$ cat src/hw/bridge_tail_pkg.sv
// constants for the bridge header tail register bank
// Contract
// - The first capability offset register reads a fixed 88h and ignores writes.
// - The interrupt routing byte is read/write, resets to 00h and steers no logic.
// - The interrupt pin register reads a fixed 01h, naming the first legacy line.
// - Bridge control bits 11..7 and 5 read zero and ignore writes; bits 15:12 are reserved.
// - Setting bit 6 requests a hot reset of the link, via Recovery, from L0, L0s or L1.
// - Bit 4 clear gives 10-bit VGA I/O decode, set gives 16-bit, only with VGA routing on.
// - Bit 3 decides whether processor VGA I/O and memory accesses go to the secondary link.
// - Bit 2 set blocks I/O window accesses in the last 768 bytes of each 1 KB block.
// - Bit 1 gates forwarding of correctable, nonfatal, fatal messages to system error.
// - Only with bit 0 set may a poisoned read completion set the master data parity flag.
package bridge_tail_pkg;
	localparam logic [7:0]  CAP_PTR_OFFSET   = 8'h34;
	localparam logic [7:0]  INT_ROUTE_OFFSET = 8'h3C;
	localparam logic [7:0]  INT_PIN_OFFSET   = 8'h3D;
	localparam logic [7:0]  BRIDGE_CTL_LO    = 8'h3E;
	localparam logic [7:0]  BRIDGE_CTL_HI    = 8'h3F;
	localparam logic [7:0]  CAP_PTR_VALUE    = 8'h88;
	localparam logic [7:0]  INT_ROUTE_RESET  = 8'h00;
	localparam logic [7:0]  INT_PIN_VALUE    = 8'h01;
	localparam logic [15:0] BRIDGE_CTL_RESET = 16'h0000;
	localparam logic [15:0] BRIDGE_CTL_WMASK = 16'h005F;
	localparam int          BIT_PARITY       = 0;
	localparam int          BIT_SERR         = 1;
	localparam int          BIT_ISA          = 2;
	localparam int          BIT_VGA          = 3;
	localparam int          BIT_VGA16        = 4;
	localparam int          BIT_HOTRST       = 6;
	localparam logic [9:0]  ISA_ALIAS_START  = 10'h100;
	localparam logic [9:0]  VGA_IO_LO_A      = 10'h3B0;
	localparam logic [9:0]  VGA_IO_HI_A      = 10'h3BB;
	localparam logic [9:0]  VGA_IO_LO_B      = 10'h3C0;
	localparam logic [9:0]  VGA_IO_HI_B      = 10'h3DF;
	localparam logic [31:0] VGA_MEM_LO       = 32'h000A0000;
	localparam logic [31:0] VGA_MEM_HI       = 32'h000BFFFF;
	localparam logic [5:0]  IO_HIGH_ZERO     = 6'h00;
	typedef enum logic [1:0] {LINK_ACTIVE, LINK_RECOVERY, LINK_HOTRESET} link_state_t;
endpackage : bridge_tail_pkg

$ cat src/hw/byte_lane_reg.sv
// one write-masked configuration byte with reset value
`timescale 1ns/10ps
module byte_lane_reg #(
	parameter logic [7:0] RESET_VAL = 8'h00,
	parameter logic [7:0] WMASK     = 8'hFF
) (
	// clocking
	input  wire logic       ref_clk,
	input  wire logic       rst_n,
	input  wire logic       clkEn,
	// write port
	input  wire logic       wrEn,
	input  wire logic [7:0] wrData,
	// value
	output logic      [7:0] value
);
	// only masked bits take writes, the rest hold reset value
	always_ff @(posedge ref_clk) begin
		if (!rst_n) begin
			value <= RESET_VAL;
		end else if (clkEn && wrEn) begin
			value <= (wrData & WMASK) | (RESET_VAL & ~WMASK);
		end
	end
endmodule // byte_lane_reg

$ cat src/hw/bridge_header_tail_controls.sv
// bridge header tail registers with VGA, ISA, error and hot reset control
`timescale 1ns/10ps
module bridge_header_tail_controls (
	// clocking
	input  wire logic        ref_clk,
	input  wire logic        rst_n,
	input  wire logic        clkEn,
	// configuration access, one byte per cycle
	input  wire logic        cfgWrite,
	input  wire logic        cfgRead,
	input  wire logic [7:0]  cfgAddr,
	input  wire logic [7:0]  cfgWrData,
	output logic      [7:0]  cfgRdData,
	output logic             cfgRdValid,
	// processor access decode
	input  wire logic        cpuIoValid,
	input  wire logic        cpuMemValid,
	input  wire logic [31:0] cpuAddr,
	input  wire logic [15:0] ioWindowBase,
	input  wire logic [15:0] ioWindowLimit,
	output logic             forwardToLink,
	// link state
	input  wire logic        linkInL0,
	input  wire logic        linkInL0s,
	input  wire logic        linkInL1,
	input  wire logic        recoveryDone,
	output logic             hotResetRequest,
	output logic             linkInRecovery,
	// errors
	input  wire logic        errCorMsg,
	input  wire logic        errNonfatalMsg,
	input  wire logic        errFatalMsg,
	input  wire logic        rootCorEnable,
	input  wire logic        rootNonfatalEnable,
	input  wire logic        rootFatalEnable,
	output logic             systemErrorMsg,
	input  wire logic        poisonedReadCompletion,
	input  wire logic        masterParityClear,
	output logic             masterDataParityError
);
	logic [7:0]  interruptRoutingValue;
	logic [7:0]  ctlLow;
	logic [7:0]  ctlHigh;
	logic [15:0] bridgeControl;
	logic        next_forward;
	logic        vgaIoHit;
	logic        vgaMemHit;
	logic        ioInWindow;
	logic        isaAliasHit;
	logic [9:0]  ioLow;
	bridge_tail_pkg::link_state_t linkState;

	assign bridgeControl = {ctlHigh, ctlLow};

	// interrupt routing byte, read/write, steers nothing
	byte_lane_reg #(
		.RESET_VAL (bridge_tail_pkg::INT_ROUTE_RESET),
		.WMASK     (8'hFF)
	) u_int_route (
		.ref_clk (ref_clk),
		.rst_n   (rst_n),
		.clkEn   (clkEn),
		.wrEn    (cfgWrite && cfgAddr == bridge_tail_pkg::INT_ROUTE_OFFSET),
		.wrData  (cfgWrData),
		.value   (interruptRoutingValue)
	);

	// bridge control low byte, bits 5 and 7 hardwired zero
	byte_lane_reg #(
		.RESET_VAL (bridge_tail_pkg::BRIDGE_CTL_RESET[7:0]),
		.WMASK     (bridge_tail_pkg::BRIDGE_CTL_WMASK[7:0])
	) u_ctl_lo (
		.ref_clk (ref_clk),
		.rst_n   (rst_n),
		.clkEn   (clkEn),
		.wrEn    (cfgWrite && cfgAddr == bridge_tail_pkg::BRIDGE_CTL_LO),
		.wrData  (cfgWrData),
		.value   (ctlLow)
	);

	// bridge control high byte, wholly read-only zero
	byte_lane_reg #(
		.RESET_VAL (bridge_tail_pkg::BRIDGE_CTL_RESET[15:8]),
		.WMASK     (bridge_tail_pkg::BRIDGE_CTL_WMASK[15:8])
	) u_ctl_hi (
		.ref_clk (ref_clk),
		.rst_n   (rst_n),
		.clkEn   (clkEn),
		.wrEn    (cfgWrite && cfgAddr == bridge_tail_pkg::BRIDGE_CTL_HI),
		.wrData  (cfgWrData),
		.value   (ctlHigh)
	);

	// read mux, one cycle latency; unmapped offsets read zero
	always_ff @(posedge ref_clk) begin
		if (!rst_n) begin
			cfgRdData  <= 8'h00;
			cfgRdValid <= 1'b0;
		end else if (clkEn) begin
			cfgRdValid <= cfgRead;
			if (cfgRead) begin
				case (cfgAddr)
					bridge_tail_pkg::CAP_PTR_OFFSET:   cfgRdData <= bridge_tail_pkg::CAP_PTR_VALUE;
					bridge_tail_pkg::INT_ROUTE_OFFSET: cfgRdData <= interruptRoutingValue;
					bridge_tail_pkg::INT_PIN_OFFSET:   cfgRdData <= bridge_tail_pkg::INT_PIN_VALUE;
					bridge_tail_pkg::BRIDGE_CTL_LO:    cfgRdData <= ctlLow;
					bridge_tail_pkg::BRIDGE_CTL_HI:    cfgRdData <= ctlHigh;
					default:                           cfgRdData <= 8'h00;
				endcase
			end
		end
	end

	// hot reset sequencing: active link goes via recovery into hot reset
	always_ff @(posedge ref_clk) begin
		if (!rst_n) begin
			linkState <= bridge_tail_pkg::LINK_ACTIVE;
		end else if (clkEn) begin
			case (linkState)
				bridge_tail_pkg::LINK_ACTIVE: begin
					if (bridgeControl[bridge_tail_pkg::BIT_HOTRST] &&
						(linkInL0 || linkInL0s || linkInL1)) begin
						linkState <= bridge_tail_pkg::LINK_RECOVERY;
					end
				end
				bridge_tail_pkg::LINK_RECOVERY: begin
					if (recoveryDone) begin
						linkState <= bridge_tail_pkg::LINK_HOTRESET;
					end
				end
				bridge_tail_pkg::LINK_HOTRESET: begin
					if (!bridgeControl[bridge_tail_pkg::BIT_HOTRST]) begin
						linkState <= bridge_tail_pkg::LINK_ACTIVE;
					end
				end
				default: linkState <= bridge_tail_pkg::LINK_ACTIVE;
			endcase
		end
	end

	// link state outputs registered
	always_ff @(posedge ref_clk) begin
		if (!rst_n) begin
			hotResetRequest <= 1'b0;
			linkInRecovery  <= 1'b0;
		end else if (clkEn) begin
			hotResetRequest <= (linkState == bridge_tail_pkg::LINK_HOTRESET);
			linkInRecovery  <= (linkState == bridge_tail_pkg::LINK_RECOVERY);
		end
	end

	// processor access routing decode
	always_comb begin
		ioLow     = cpuAddr[9:0];
		// display port I/O only below 64 KB, like every other I/O access
		vgaIoHit  = cpuAddr[31:16] == 16'h0000 &&
			((ioLow >= bridge_tail_pkg::VGA_IO_LO_A && ioLow <= bridge_tail_pkg::VGA_IO_HI_A) ||
			(ioLow >= bridge_tail_pkg::VGA_IO_LO_B && ioLow <= bridge_tail_pkg::VGA_IO_HI_B)) &&
			(!bridgeControl[bridge_tail_pkg::BIT_VGA16] ||
			cpuAddr[15:10] == bridge_tail_pkg::IO_HIGH_ZERO);
		vgaMemHit = cpuAddr >= bridge_tail_pkg::VGA_MEM_LO && cpuAddr <= bridge_tail_pkg::VGA_MEM_HI;
		ioInWindow = cpuAddr[15:0] >= ioWindowBase && cpuAddr[15:0] <= ioWindowLimit &&
			cpuAddr[31:16] == 16'h0000;
		isaAliasHit = ioLow >= bridge_tail_pkg::ISA_ALIAS_START;
		next_forward = 1'b0;
		if (cpuIoValid) begin
			if (bridgeControl[bridge_tail_pkg::BIT_VGA] && vgaIoHit) begin
				next_forward = 1'b1;
			end else if (ioInWindow &&
				!(bridgeControl[bridge_tail_pkg::BIT_ISA] && isaAliasHit)) begin
				next_forward = 1'b1;
			end
		end else if (cpuMemValid) begin
			next_forward = bridgeControl[bridge_tail_pkg::BIT_VGA] && vgaMemHit;
		end
	end

	// registered routing answer
	always_ff @(posedge ref_clk) begin
		if (!rst_n) begin
			forwardToLink <= 1'b0;
		end else if (clkEn) begin
			forwardToLink <= next_forward;
		end
	end

	// error message forwarding to system error
	always_ff @(posedge ref_clk) begin
		if (!rst_n) begin
			systemErrorMsg <= 1'b0;
		end else if (clkEn) begin
			systemErrorMsg <= bridgeControl[bridge_tail_pkg::BIT_SERR] &&
				((errCorMsg && rootCorEnable) || (errNonfatalMsg && rootNonfatalEnable) ||
				(errFatalMsg && rootFatalEnable));
		end
	end

	// master data parity flag; set wins over clear
	always_ff @(posedge ref_clk) begin
		if (!rst_n) begin
			masterDataParityError <= 1'b0;
		end else if (clkEn) begin
			if (poisonedReadCompletion && bridgeControl[bridge_tail_pkg::BIT_PARITY]) begin
				masterDataParityError <= 1'b1;
			end else if (masterParityClear) begin
				masterDataParityError <= 1'b0;
			end
		end
	end
endmodule // bridge_header_tail_controls

$ cat config.mk
export PLATFORM = sky130hd
export DESIGN_NAME = bridge_header_tail_controls
export DESIGN_NICKNAME = d
export VERILOG_FILES = /design/src/hw/bridge_tail_pkg.sv /design/src/hw/byte_lane_reg.sv /design/src/hw/bridge_header_tail_controls.sv
export SDC_FILE = /design/constraint.sdc
export NUM_CORES = 1
export LEC_CHECK = 0
export BUFFER_PORTS_ARGS = -buffer_cell sky130_fd_sc_hd__buf_2
export CORE_MARGIN = 4
export CORE_UTILIZATION = 52
export CTS_CLUSTER_SIZE = 25
export DETAILED_ROUTE_END_ITERATION = 10
export PLACE_DENSITY_LB_ADDON = 0.05
export SLEW_MARGIN = 10
export SYNTH_ARGS = -nofsm -noshare
export SYNTH_HDL_FRONTEND = slang
export SYNTH_HIERARCHICAL = 1
export SYNTH_SLANG_ARGS = --single-unit
export TNS_END_PERCENT = 20
$ cat constraint.sdc
create_clock -name ref_clk -period 5.4 [get_ports ref_clk]
set_input_delay 1.62 -clock ref_clk [delete_from_list [all_inputs] [get_ports ref_clk]]
set_output_delay 1.62 -clock ref_clk [all_outputs]
set_load 0.01 [all_outputs]
==> metrics.sh, run 1 <==
TIMING.SLEW.HEADROOM_PCT=36.8
VIAS_IN_THE_FIRST_GLOBAL_ROUTE=2286
TRITONCTS_NUM_SINKS=30
CP.REQUIRED_PS=5570
PEAKVDDDROP_mV=0.0874
GRT_START_MAX_NET_PINS=45
SYN_AREA_UM2=2510
AREAGROWTHSYNTHTOFINISH_PCT=23.5
ROUTED-VIA-COUNT=2483
TRITONCTS.NUM_BUFFERS=5
CLOCK_TREE.BUFFER_DEPTH=2
REPORT.FINAL.HOLD_VIOL_COUNT=0
CAP_VIOL_MAX_COUNT=0
POSTSYNTHAREAPERCELL_UM2=8.06
LEAKAGE_nW=1.54
MIN-DELAY-PATH-CLASS='register to register'
CORE_UM2=4690
DP_HPWL_UM=4840
DRT-PASS1-ITER-COUNT=4
GP_CONGESTION=0.787
FIN_NETS=548
ROUTE.DETAILED.DRC=0
REG2REG_SLACK_PS=4160
WORSTMARGINPINSLEW_PS=941
TOTALWIRELENGTH_UM=5800
SYNTHESIS.YOSYS.WARNINGS=6
MOSTFREQUENTLAYOUTCELL='sky130_fd_sc_hd__buf_2'
MAX_FREQ_MHz=316
X_DIMENSION_OF_THE_DIE_UM=77.5
TRITONCTS='built'
GRT_ANTENNA_BEFORE_REPAIR=0
FINALCRITICALPERIOD_PS=3170
CLOCK-ROOT-BUFFER='sky130_fd_sc_hd__clkbuf_8'
CRITICAL_PATH_CLASS='input pin to register'
CTS_HOLD_BUF=0
LAYOUT_WORST_PATH_CYCLE_SHARE_PCT=58.6
INSERTION_DELAY_PS=280
DRV_SLEW=0
POSTCTSSETUPREPAIRBUFS=0
FINCLKSKEW_PS=3.94
CRIT_FANOUT=9
DRIVE_ABOVE_1_SHARE_PCT=32.9
POWER_PER_CELL_AREA_nW_PER_UM2=163
CRIT_ARRIVAL_PS=3340
CRIT_PATH_END_KIND='register'
SYNTH_CELLS=312
TIMING.FINAL.SETUP_VIOLATIONS=0
DIEAREA_UM2=6010
CTS_MAX_LEVEL=2
RESIDUAL_ANTENNA_VIOLATING_NET_COUNT_AFTER_DETAILED_ROUTING=0
GRT_OVERFLOW_TOTAL=0
CTS_RESIZED=0
SETUP.WORST_PATH.START_CLASS='input pin'
NFILLCELLS=423
STATUS='completed'
FP.DIEH_UM=77.5
AREA.SEQUENTIAL_UM2=601
PORT_BUFFERS=112
WL_PER_CELL_UM=12.3
GRT_UTIL_ALL_LAYERS_PCT=19.4
PLACEMENT_ROWS=25
FLOORPLAN.IO_PINS=113
RSZ0062_AT_GRT='no'
FIN_AREA_UM2=3110
MOST_USED_CELLS_IN_THE_LAYOUT_EXCLUDING_FILL_AND_TAP_CELLS='sky130_fd_sc_hd__buf_2 (112), sky130_fd_sc_hd__inv_1 (35), sky130_fd_sc_hd__nand2_1 (34), sky130_fd_sc_hd__ha_1 (32), sky130_fd_sc_hd__dfxtp_1 (30)'
DRT_ITER0_DRC=139
GRT_FIRST_PASS_WIRELENGTH_UM=9690
CLK_PIN_SLEW_PS=60
POSTPLACECELLAREA_UM2=3030
MULTI_INPUT_COMB_AREA_UM2=1660
SETUP_TOTAL_NEGATIVE_SLACK_PS=0
ANTENNA_CELLS_INSERTED=0
INITIAL_UTILIZATION_PCT=53.6
AVGVIACOUNTPERCELL=5.27
==> final cells by class <==
type	count	area share [%]
well taps	54	2.18
flip-flops and latches	30	19.3
clock buffers	7	2.46
inverters	35	4.23
repair buffers	113	18.3
multi-input cells	232	53.5
==> critical path: stages <==
cell and delay [ps]:
sky130_fd_sc_hd__buf_2 80, sky130_fd_sc_hd__nand3_1 80, sky130_fd_sc_hd__nor3_1 220, sky130_fd_sc_hd__nand3_1 130, sky130_fd_sc_hd__nor3_1 730, sky130_fd_sc_hd__and2_4 390
sky130_fd_sc_hd__o21ai_2 80
==> registers in the layout, indices dropped and copies added (netlist names) <==
signal,flops
cfgRdData,8
u_int_route/value,8
u_ctl_lo/value,6
linkState,2
cfgRdValid,1
forwardToLink,1
hotResetRequest,1
linkInRecovery,1
masterDataParityError,1
systemErrorMsg,1
==> metrics by stage <==
stage          std cells  total power, mW  setup slack, ps  utilization [%]  hold slack [ps]
2_1_floorplan        320            0.297             2270                -              434
3_3_place_gp         464            0.344             2020             64.6              445
3_5_place_dp         464            0.346             1940             64.6              451
4_1_cts              471            0.512             2230             66.2              459
5_1_grt              471            0.538             2030             66.2              471
6_report             471            0.505             2230             66.2              457
==> metal layers <==
| layer | vias to the layer above | global-route usage, % | wire (um) |
|---|---|---|---|
| met2 | 66 | 35.0 | 2950 |
| met1 | 1101 | 22.9 | 2410 |
| li1 | 1308 | - | - |
| met5 | - | 0 | 0 |
| met3 | 8 | 3.71 | 363 |
| met4 | 0 | 6.23 | 72 |
==> final timing paths <==
kind,from,endpoint,cells past startpoint
worst max register to register,u_ctl_lo/value[3],forwardToLink,5
worst min-delay path,u_int_route/value[7],u_int_route/value[7],2
worst min register to register,u_int_route/value[7],u_int_route/value[7],2
worst max-delay path,cfgAddr[4],u_int_route/value[0],7
==> power by group <==
group | internal [mW] | switching, mW
registers | 0.222 | 0.000412
clock network | 0.0884 | 0.0758
logic | 0.0577 | 0.0605
No activity file was read; power rests on OpenSTA's default activity.
==> run 2: changes to the inputs <==
--- a/config.mk
+++ b/config.mk
@@ -7,7 +7,7 @@
 export LEC_CHECK = 0
 export BUFFER_PORTS_ARGS = -buffer_cell sky130_fd_sc_hd__buf_2
 export CORE_MARGIN = 4
-export CORE_UTILIZATION = 52
+export CORE_UTILIZATION = 48
 export CTS_CLUSTER_SIZE = 25
 export DETAILED_ROUTE_END_ITERATION = 10
 export PLACE_DENSITY_LB_ADDON = 0.05
==> constraint.sdc (replaced) <==
create_clock -name ref_clk -period 3.05 [get_ports ref_clk]
set_input_delay 0.915 -clock ref_clk [delete_from_list [all_inputs] [get_ports ref_clk]]
set_output_delay 0.915 -clock ref_clk [all_outputs]
set_load 0.01 [all_outputs]
==> run 2 against run 1 <==
Sequential share of layout area shrank 0.35 points. Core utilization shrank 4.3 points. Critical endpoint is now forwardToLink. Critical path type unchanged. Non-clock buffer count grew 3. Combinational power grew 80%. Clock skew grew 1.8 ps. Largest cell class unchanged.
==> metrics.sh, run 2 (synthesized netlist as in run 1, its figures left out) <==
TRITONCTS='built'  # unchanged
AREAGROWTHSYNTHTOFINISH_PCT=25.8  # was 23.5%
TIMING.RR.START='u_ctl_lo/value[3]'  # unchanged
TOTALWIRELENGTH_UM=6020  # was 5800 um
STATUS='completed'  # unchanged
REG2REG_SLACK_PS=1780  # was 4160 ps
CRITPATHSLOWESTCELL='sky130_fd_sc_hd__a2111oi_2'  # was sky130_fd_sc_hd__nor3_1
PRE_CTS_WS_PS=340  # was 1940 ps
CRIT_PATH_CELL_TRACE='buf_2 -> inv_1 -> ha_1 -> nand2b_1 -> a2111oi_2 -> o311ai_1 -> a2111oi_2 -> o31ai_1'  # was buf_2 -> nand3_1 -> nor3_1 -> nand3_1 -> nor3_1 -> and2_4 -> o21ai_2
CAP_VIOL_MAX_COUNT=0  # unchanged
CTS_MAX_LEVEL=2  # unchanged
REPORT.FINAL.HOLD_VIOL_COUNT=0  # unchanged
ROUTED-VIA-COUNT=2494  # was 2,483
DRT-PASS1-ITER-COUNT=4  # unchanged
DRV_SLEW=0  # unchanged
AVGVIACOUNTPERCELL=5.08  # was 5.27
FINCLKSKEW_PS=5.76  # was 3.94 ps
DR_WL_MET2_UM=3030  # was 2950 um
WL_PER_CELL_UM=12.3  # about the same
MIN-DELAY-PATH-CLASS='register to register'  # unchanged
MIN-DELAY-START='u_int_route/value[7]'  # unchanged
TRITONCTS.NUM_BUFFERS=5  # unchanged
DRT_ITER0_DRC=67  # was 139
CRIT_FANOUT=2  # was 9
RESIDUAL_ANTENNA_VIOLATING_NET_COUNT_AFTER_DETAILED_ROUTING=0  # unchanged
CRIT-REG2REG-CAPTURE='forwardToLink'  # unchanged
CRITICAL_PATH.MAX_STAGE_DELAY_PS=400  # was 730 ps
CLOCK_TREE.BUFFER_DEPTH=2  # unchanged
CTS_HOLD_BUF=0  # unchanged
CRIT_PATH_END_KIND='register'  # unchanged
MET3ROUTEDLENGTH_UM=400  # was 363 um
WORST_HOLD_PATH.NUM_CELLS=2  # unchanged
GP_CONGESTION=0.836  # was 0.787
DRIVE_ABOVE_1_SHARE_PCT=33.7  # was 32.9%
FLOORPLAN.IO_PINS=113  # unchanged
NET_SWITCHING_POWER_mW=0.248  # was 0.137 mW
HIGHEST_LAYER='met4'  # unchanged
GRT_OVERFLOW_TOTAL=0  # unchanged
PINT_mW=0.679  # was 0.368 mW
FINALPOWER_mW=0.928  # was 0.505 mW
LAYOUT_WORST_PATH_CYCLE_SHARE_PCT=77.9
DP_HPWL_UM=5240  # was 4840 um
P_SEQ_SHARE_PCT=42.5  # was 44.1%
FP.DIEH_UM=80.4  # was 77.5 um
PLACEMENT_ROWS=26  # was 25
FINALWORSTSETUPSLACK_PS=675  # was 2230 ps
PEAKVDDDROP_mV=0.140  # was 0.0874 mV
SWITCHING_SHARE_PCT=26.8  # was 27.1%
LARGEST_REGISTERS='cfgRdData (8), u_int_route/value (8), u_ctl_lo/value (6)'  # unchanged
CRITPATHTOPFAMILY='compound AO/OA/AOI/OAI gates'  # was simple AND/OR/NAND/NOR gates
CLKPWRFRAC_PCT=34.6  # was 32.5%
GRT_ANTENNA_BEFORE_REPAIR=0  # unchanged
TIMING.FINAL.SETUP_VIOLATIONS=0  # unchanged
CRIT_TOP_CELL='sky130_fd_sc_hd__a2111oi_2'
TRITONCTS_NUM_SINKS=30  # unchanged
MOSTFREQUENTLAYOUTCELL='sky130_fd_sc_hd__buf_2'  # unchanged
INSERTION_DELAY_PS=280  # about the same
CTS_RESIZED=0  # unchanged
MOST_USED_CELLS_IN_THE_LAYOUT_EXCLUDING_FILL_AND_TAP_CELLS='sky130_fd_sc_hd__buf_2 (112), sky130_fd_sc_hd__inv_1 (35), sky130_fd_sc_hd__nand2_1 (34), sky130_fd_sc_hd__ha_1 (32), sky130_fd_sc_hd__dfxtp_1 (30)'  # unchanged
FIN_NETS=551  # was 548
SETUP_TOTAL_NEGATIVE_SLACK_PS=0  # unchanged
FINALCRITICALPERIOD_PS=2380
CRITPATHBUFINV=2  # was 1
GRT_UTIL_ALL_LAYERS_PCT=18.7  # was 19.4%
SETUP.WORST_PATH.START_CLASS='input pin'  # unchanged
CLK_PIN_SLEW_PS=60  # about the same
GRT_FIRST_PASS_WIRELENGTH_UM=9670  # was 9690 um
PORT_BUFFERS=112  # unchanged
INITIAL_UTILIZATION_PCT=49.2  # was 53.6%
POWER.SHARE.COMBINATIONAL_PCT=22.9  # was 23.4%
VIAS_IN_THE_FIRST_GLOBAL_ROUTE=2344  # was 2,286
HOLDPATHEND='u_int_route/value[7]'  # unchanged
CP.REQUIRED_PS=3210  # was 5570 ps
CLOCK-ROOT-BUFFER='sky130_fd_sc_hd__clkbuf_8'  # unchanged
POWER_PER_CELL_AREA_nW_PER_UM2=293  # was 163 nW/um2
POSTCTSSETUPREPAIRBUFS=0  # unchanged
LEAKAGE_nW=1.56  # was 1.54 nW
X_DIMENSION_OF_THE_DIE_UM=80.4  # was 77.5 um
WORSTREGTOREGCELLS=5  # unchanged
ROUTEDLENGTHMET1_UM=2460  # was 2410 um
DIEAREA_UM2=6460  # was 6010 um2
RSZ0062_AT_GRT='no'  # unchanged
CRITICAL_PATH_CLASS='input pin to register'  # unchanged
ROUTE.DETAILED.DRC=0  # unchanged
MAX_FREQ_MHz=421
GRT_START_MAX_NET_PINS=24  # was 45
CORE_UM2=5110  # was 4690 um2
ANTENNA_CELLS_INSERTED=0  # unchanged
CRIT_ARRIVAL_PS=2530  # was 3340 ps
==> run 2: changes by cell type in the layout (fill, tap and decap cells not counted), sizes merged <==
cell	previous run	this run
clkinv	0	1
buf	113	116
==> run 2: area by class of cell <==
type,instances,area (um2)
Clock buffer,7,86.3
Clock inverter,1,5.00
Fill cell,493,1940
Inverter,35,131
Multi-Input combinational cell,232,1660
Sequential cell,30,601
Tap cell,70,87.6
Timing Repair Buffer,116,591
==> run 2: power groups by stage <==
| stage | Combinational (mW) | Sequential, mW | Clock (mW) |
|---|---|---|---|
| floorplan | 0.123 | 0.404 | 0 |
| global placement | 0.209 | 0.403 | 0 |
| detailed placement | 0.214 | 0.403 | 0 |
| CTS | 0.215 | 0.394 | 0.329 |
| global route | 0.243 | 0.394 | 0.347 |
| finish | 0.212 | 0.394 | 0.321 |
==> run 2: worst max path at each step <==
stage,start,to,depth (start not counted)
2_1_floorplan,cpuAddr[0],forwardToLink,7
3_3_place_gp,cpuAddr[0],forwardToLink,8
3_5_place_dp,cpuAddr[0],forwardToLink,8
4_1_cts,cpuAddr[0],forwardToLink,8
5_1_grt,cpuAddr[0],forwardToLink,8
6_report,cpuAddr[0],forwardToLink,8
==> run 2: stage by stage <==
stage               cells  hold WS, ps  cell area (um2)  util [%]
detailed placement    483          449             3070      60.1
CTS                   491          459             3160      61.9
finish                491          455             3160      61.9
floorplan             320          434             2540         -
global placement      483          443             3070      60.1
global route          491          480             3160      61.9
==> run 2: routing by layer <==
layer	GRT usage, %	vias up
met5	0	-
met4	6.25	0
met3	4.60	9
met2	34.8	66
met1	20.5	1098
li1	-	1321
==> run 2: tightest hold or removal path: stages (launching register included) <==
cell	delay, ps
sky130_fd_sc_hd__dfxtp_1	300
sky130_fd_sc_hd__nand2_1	70
sky130_fd_sc_hd__o21ai_2	50
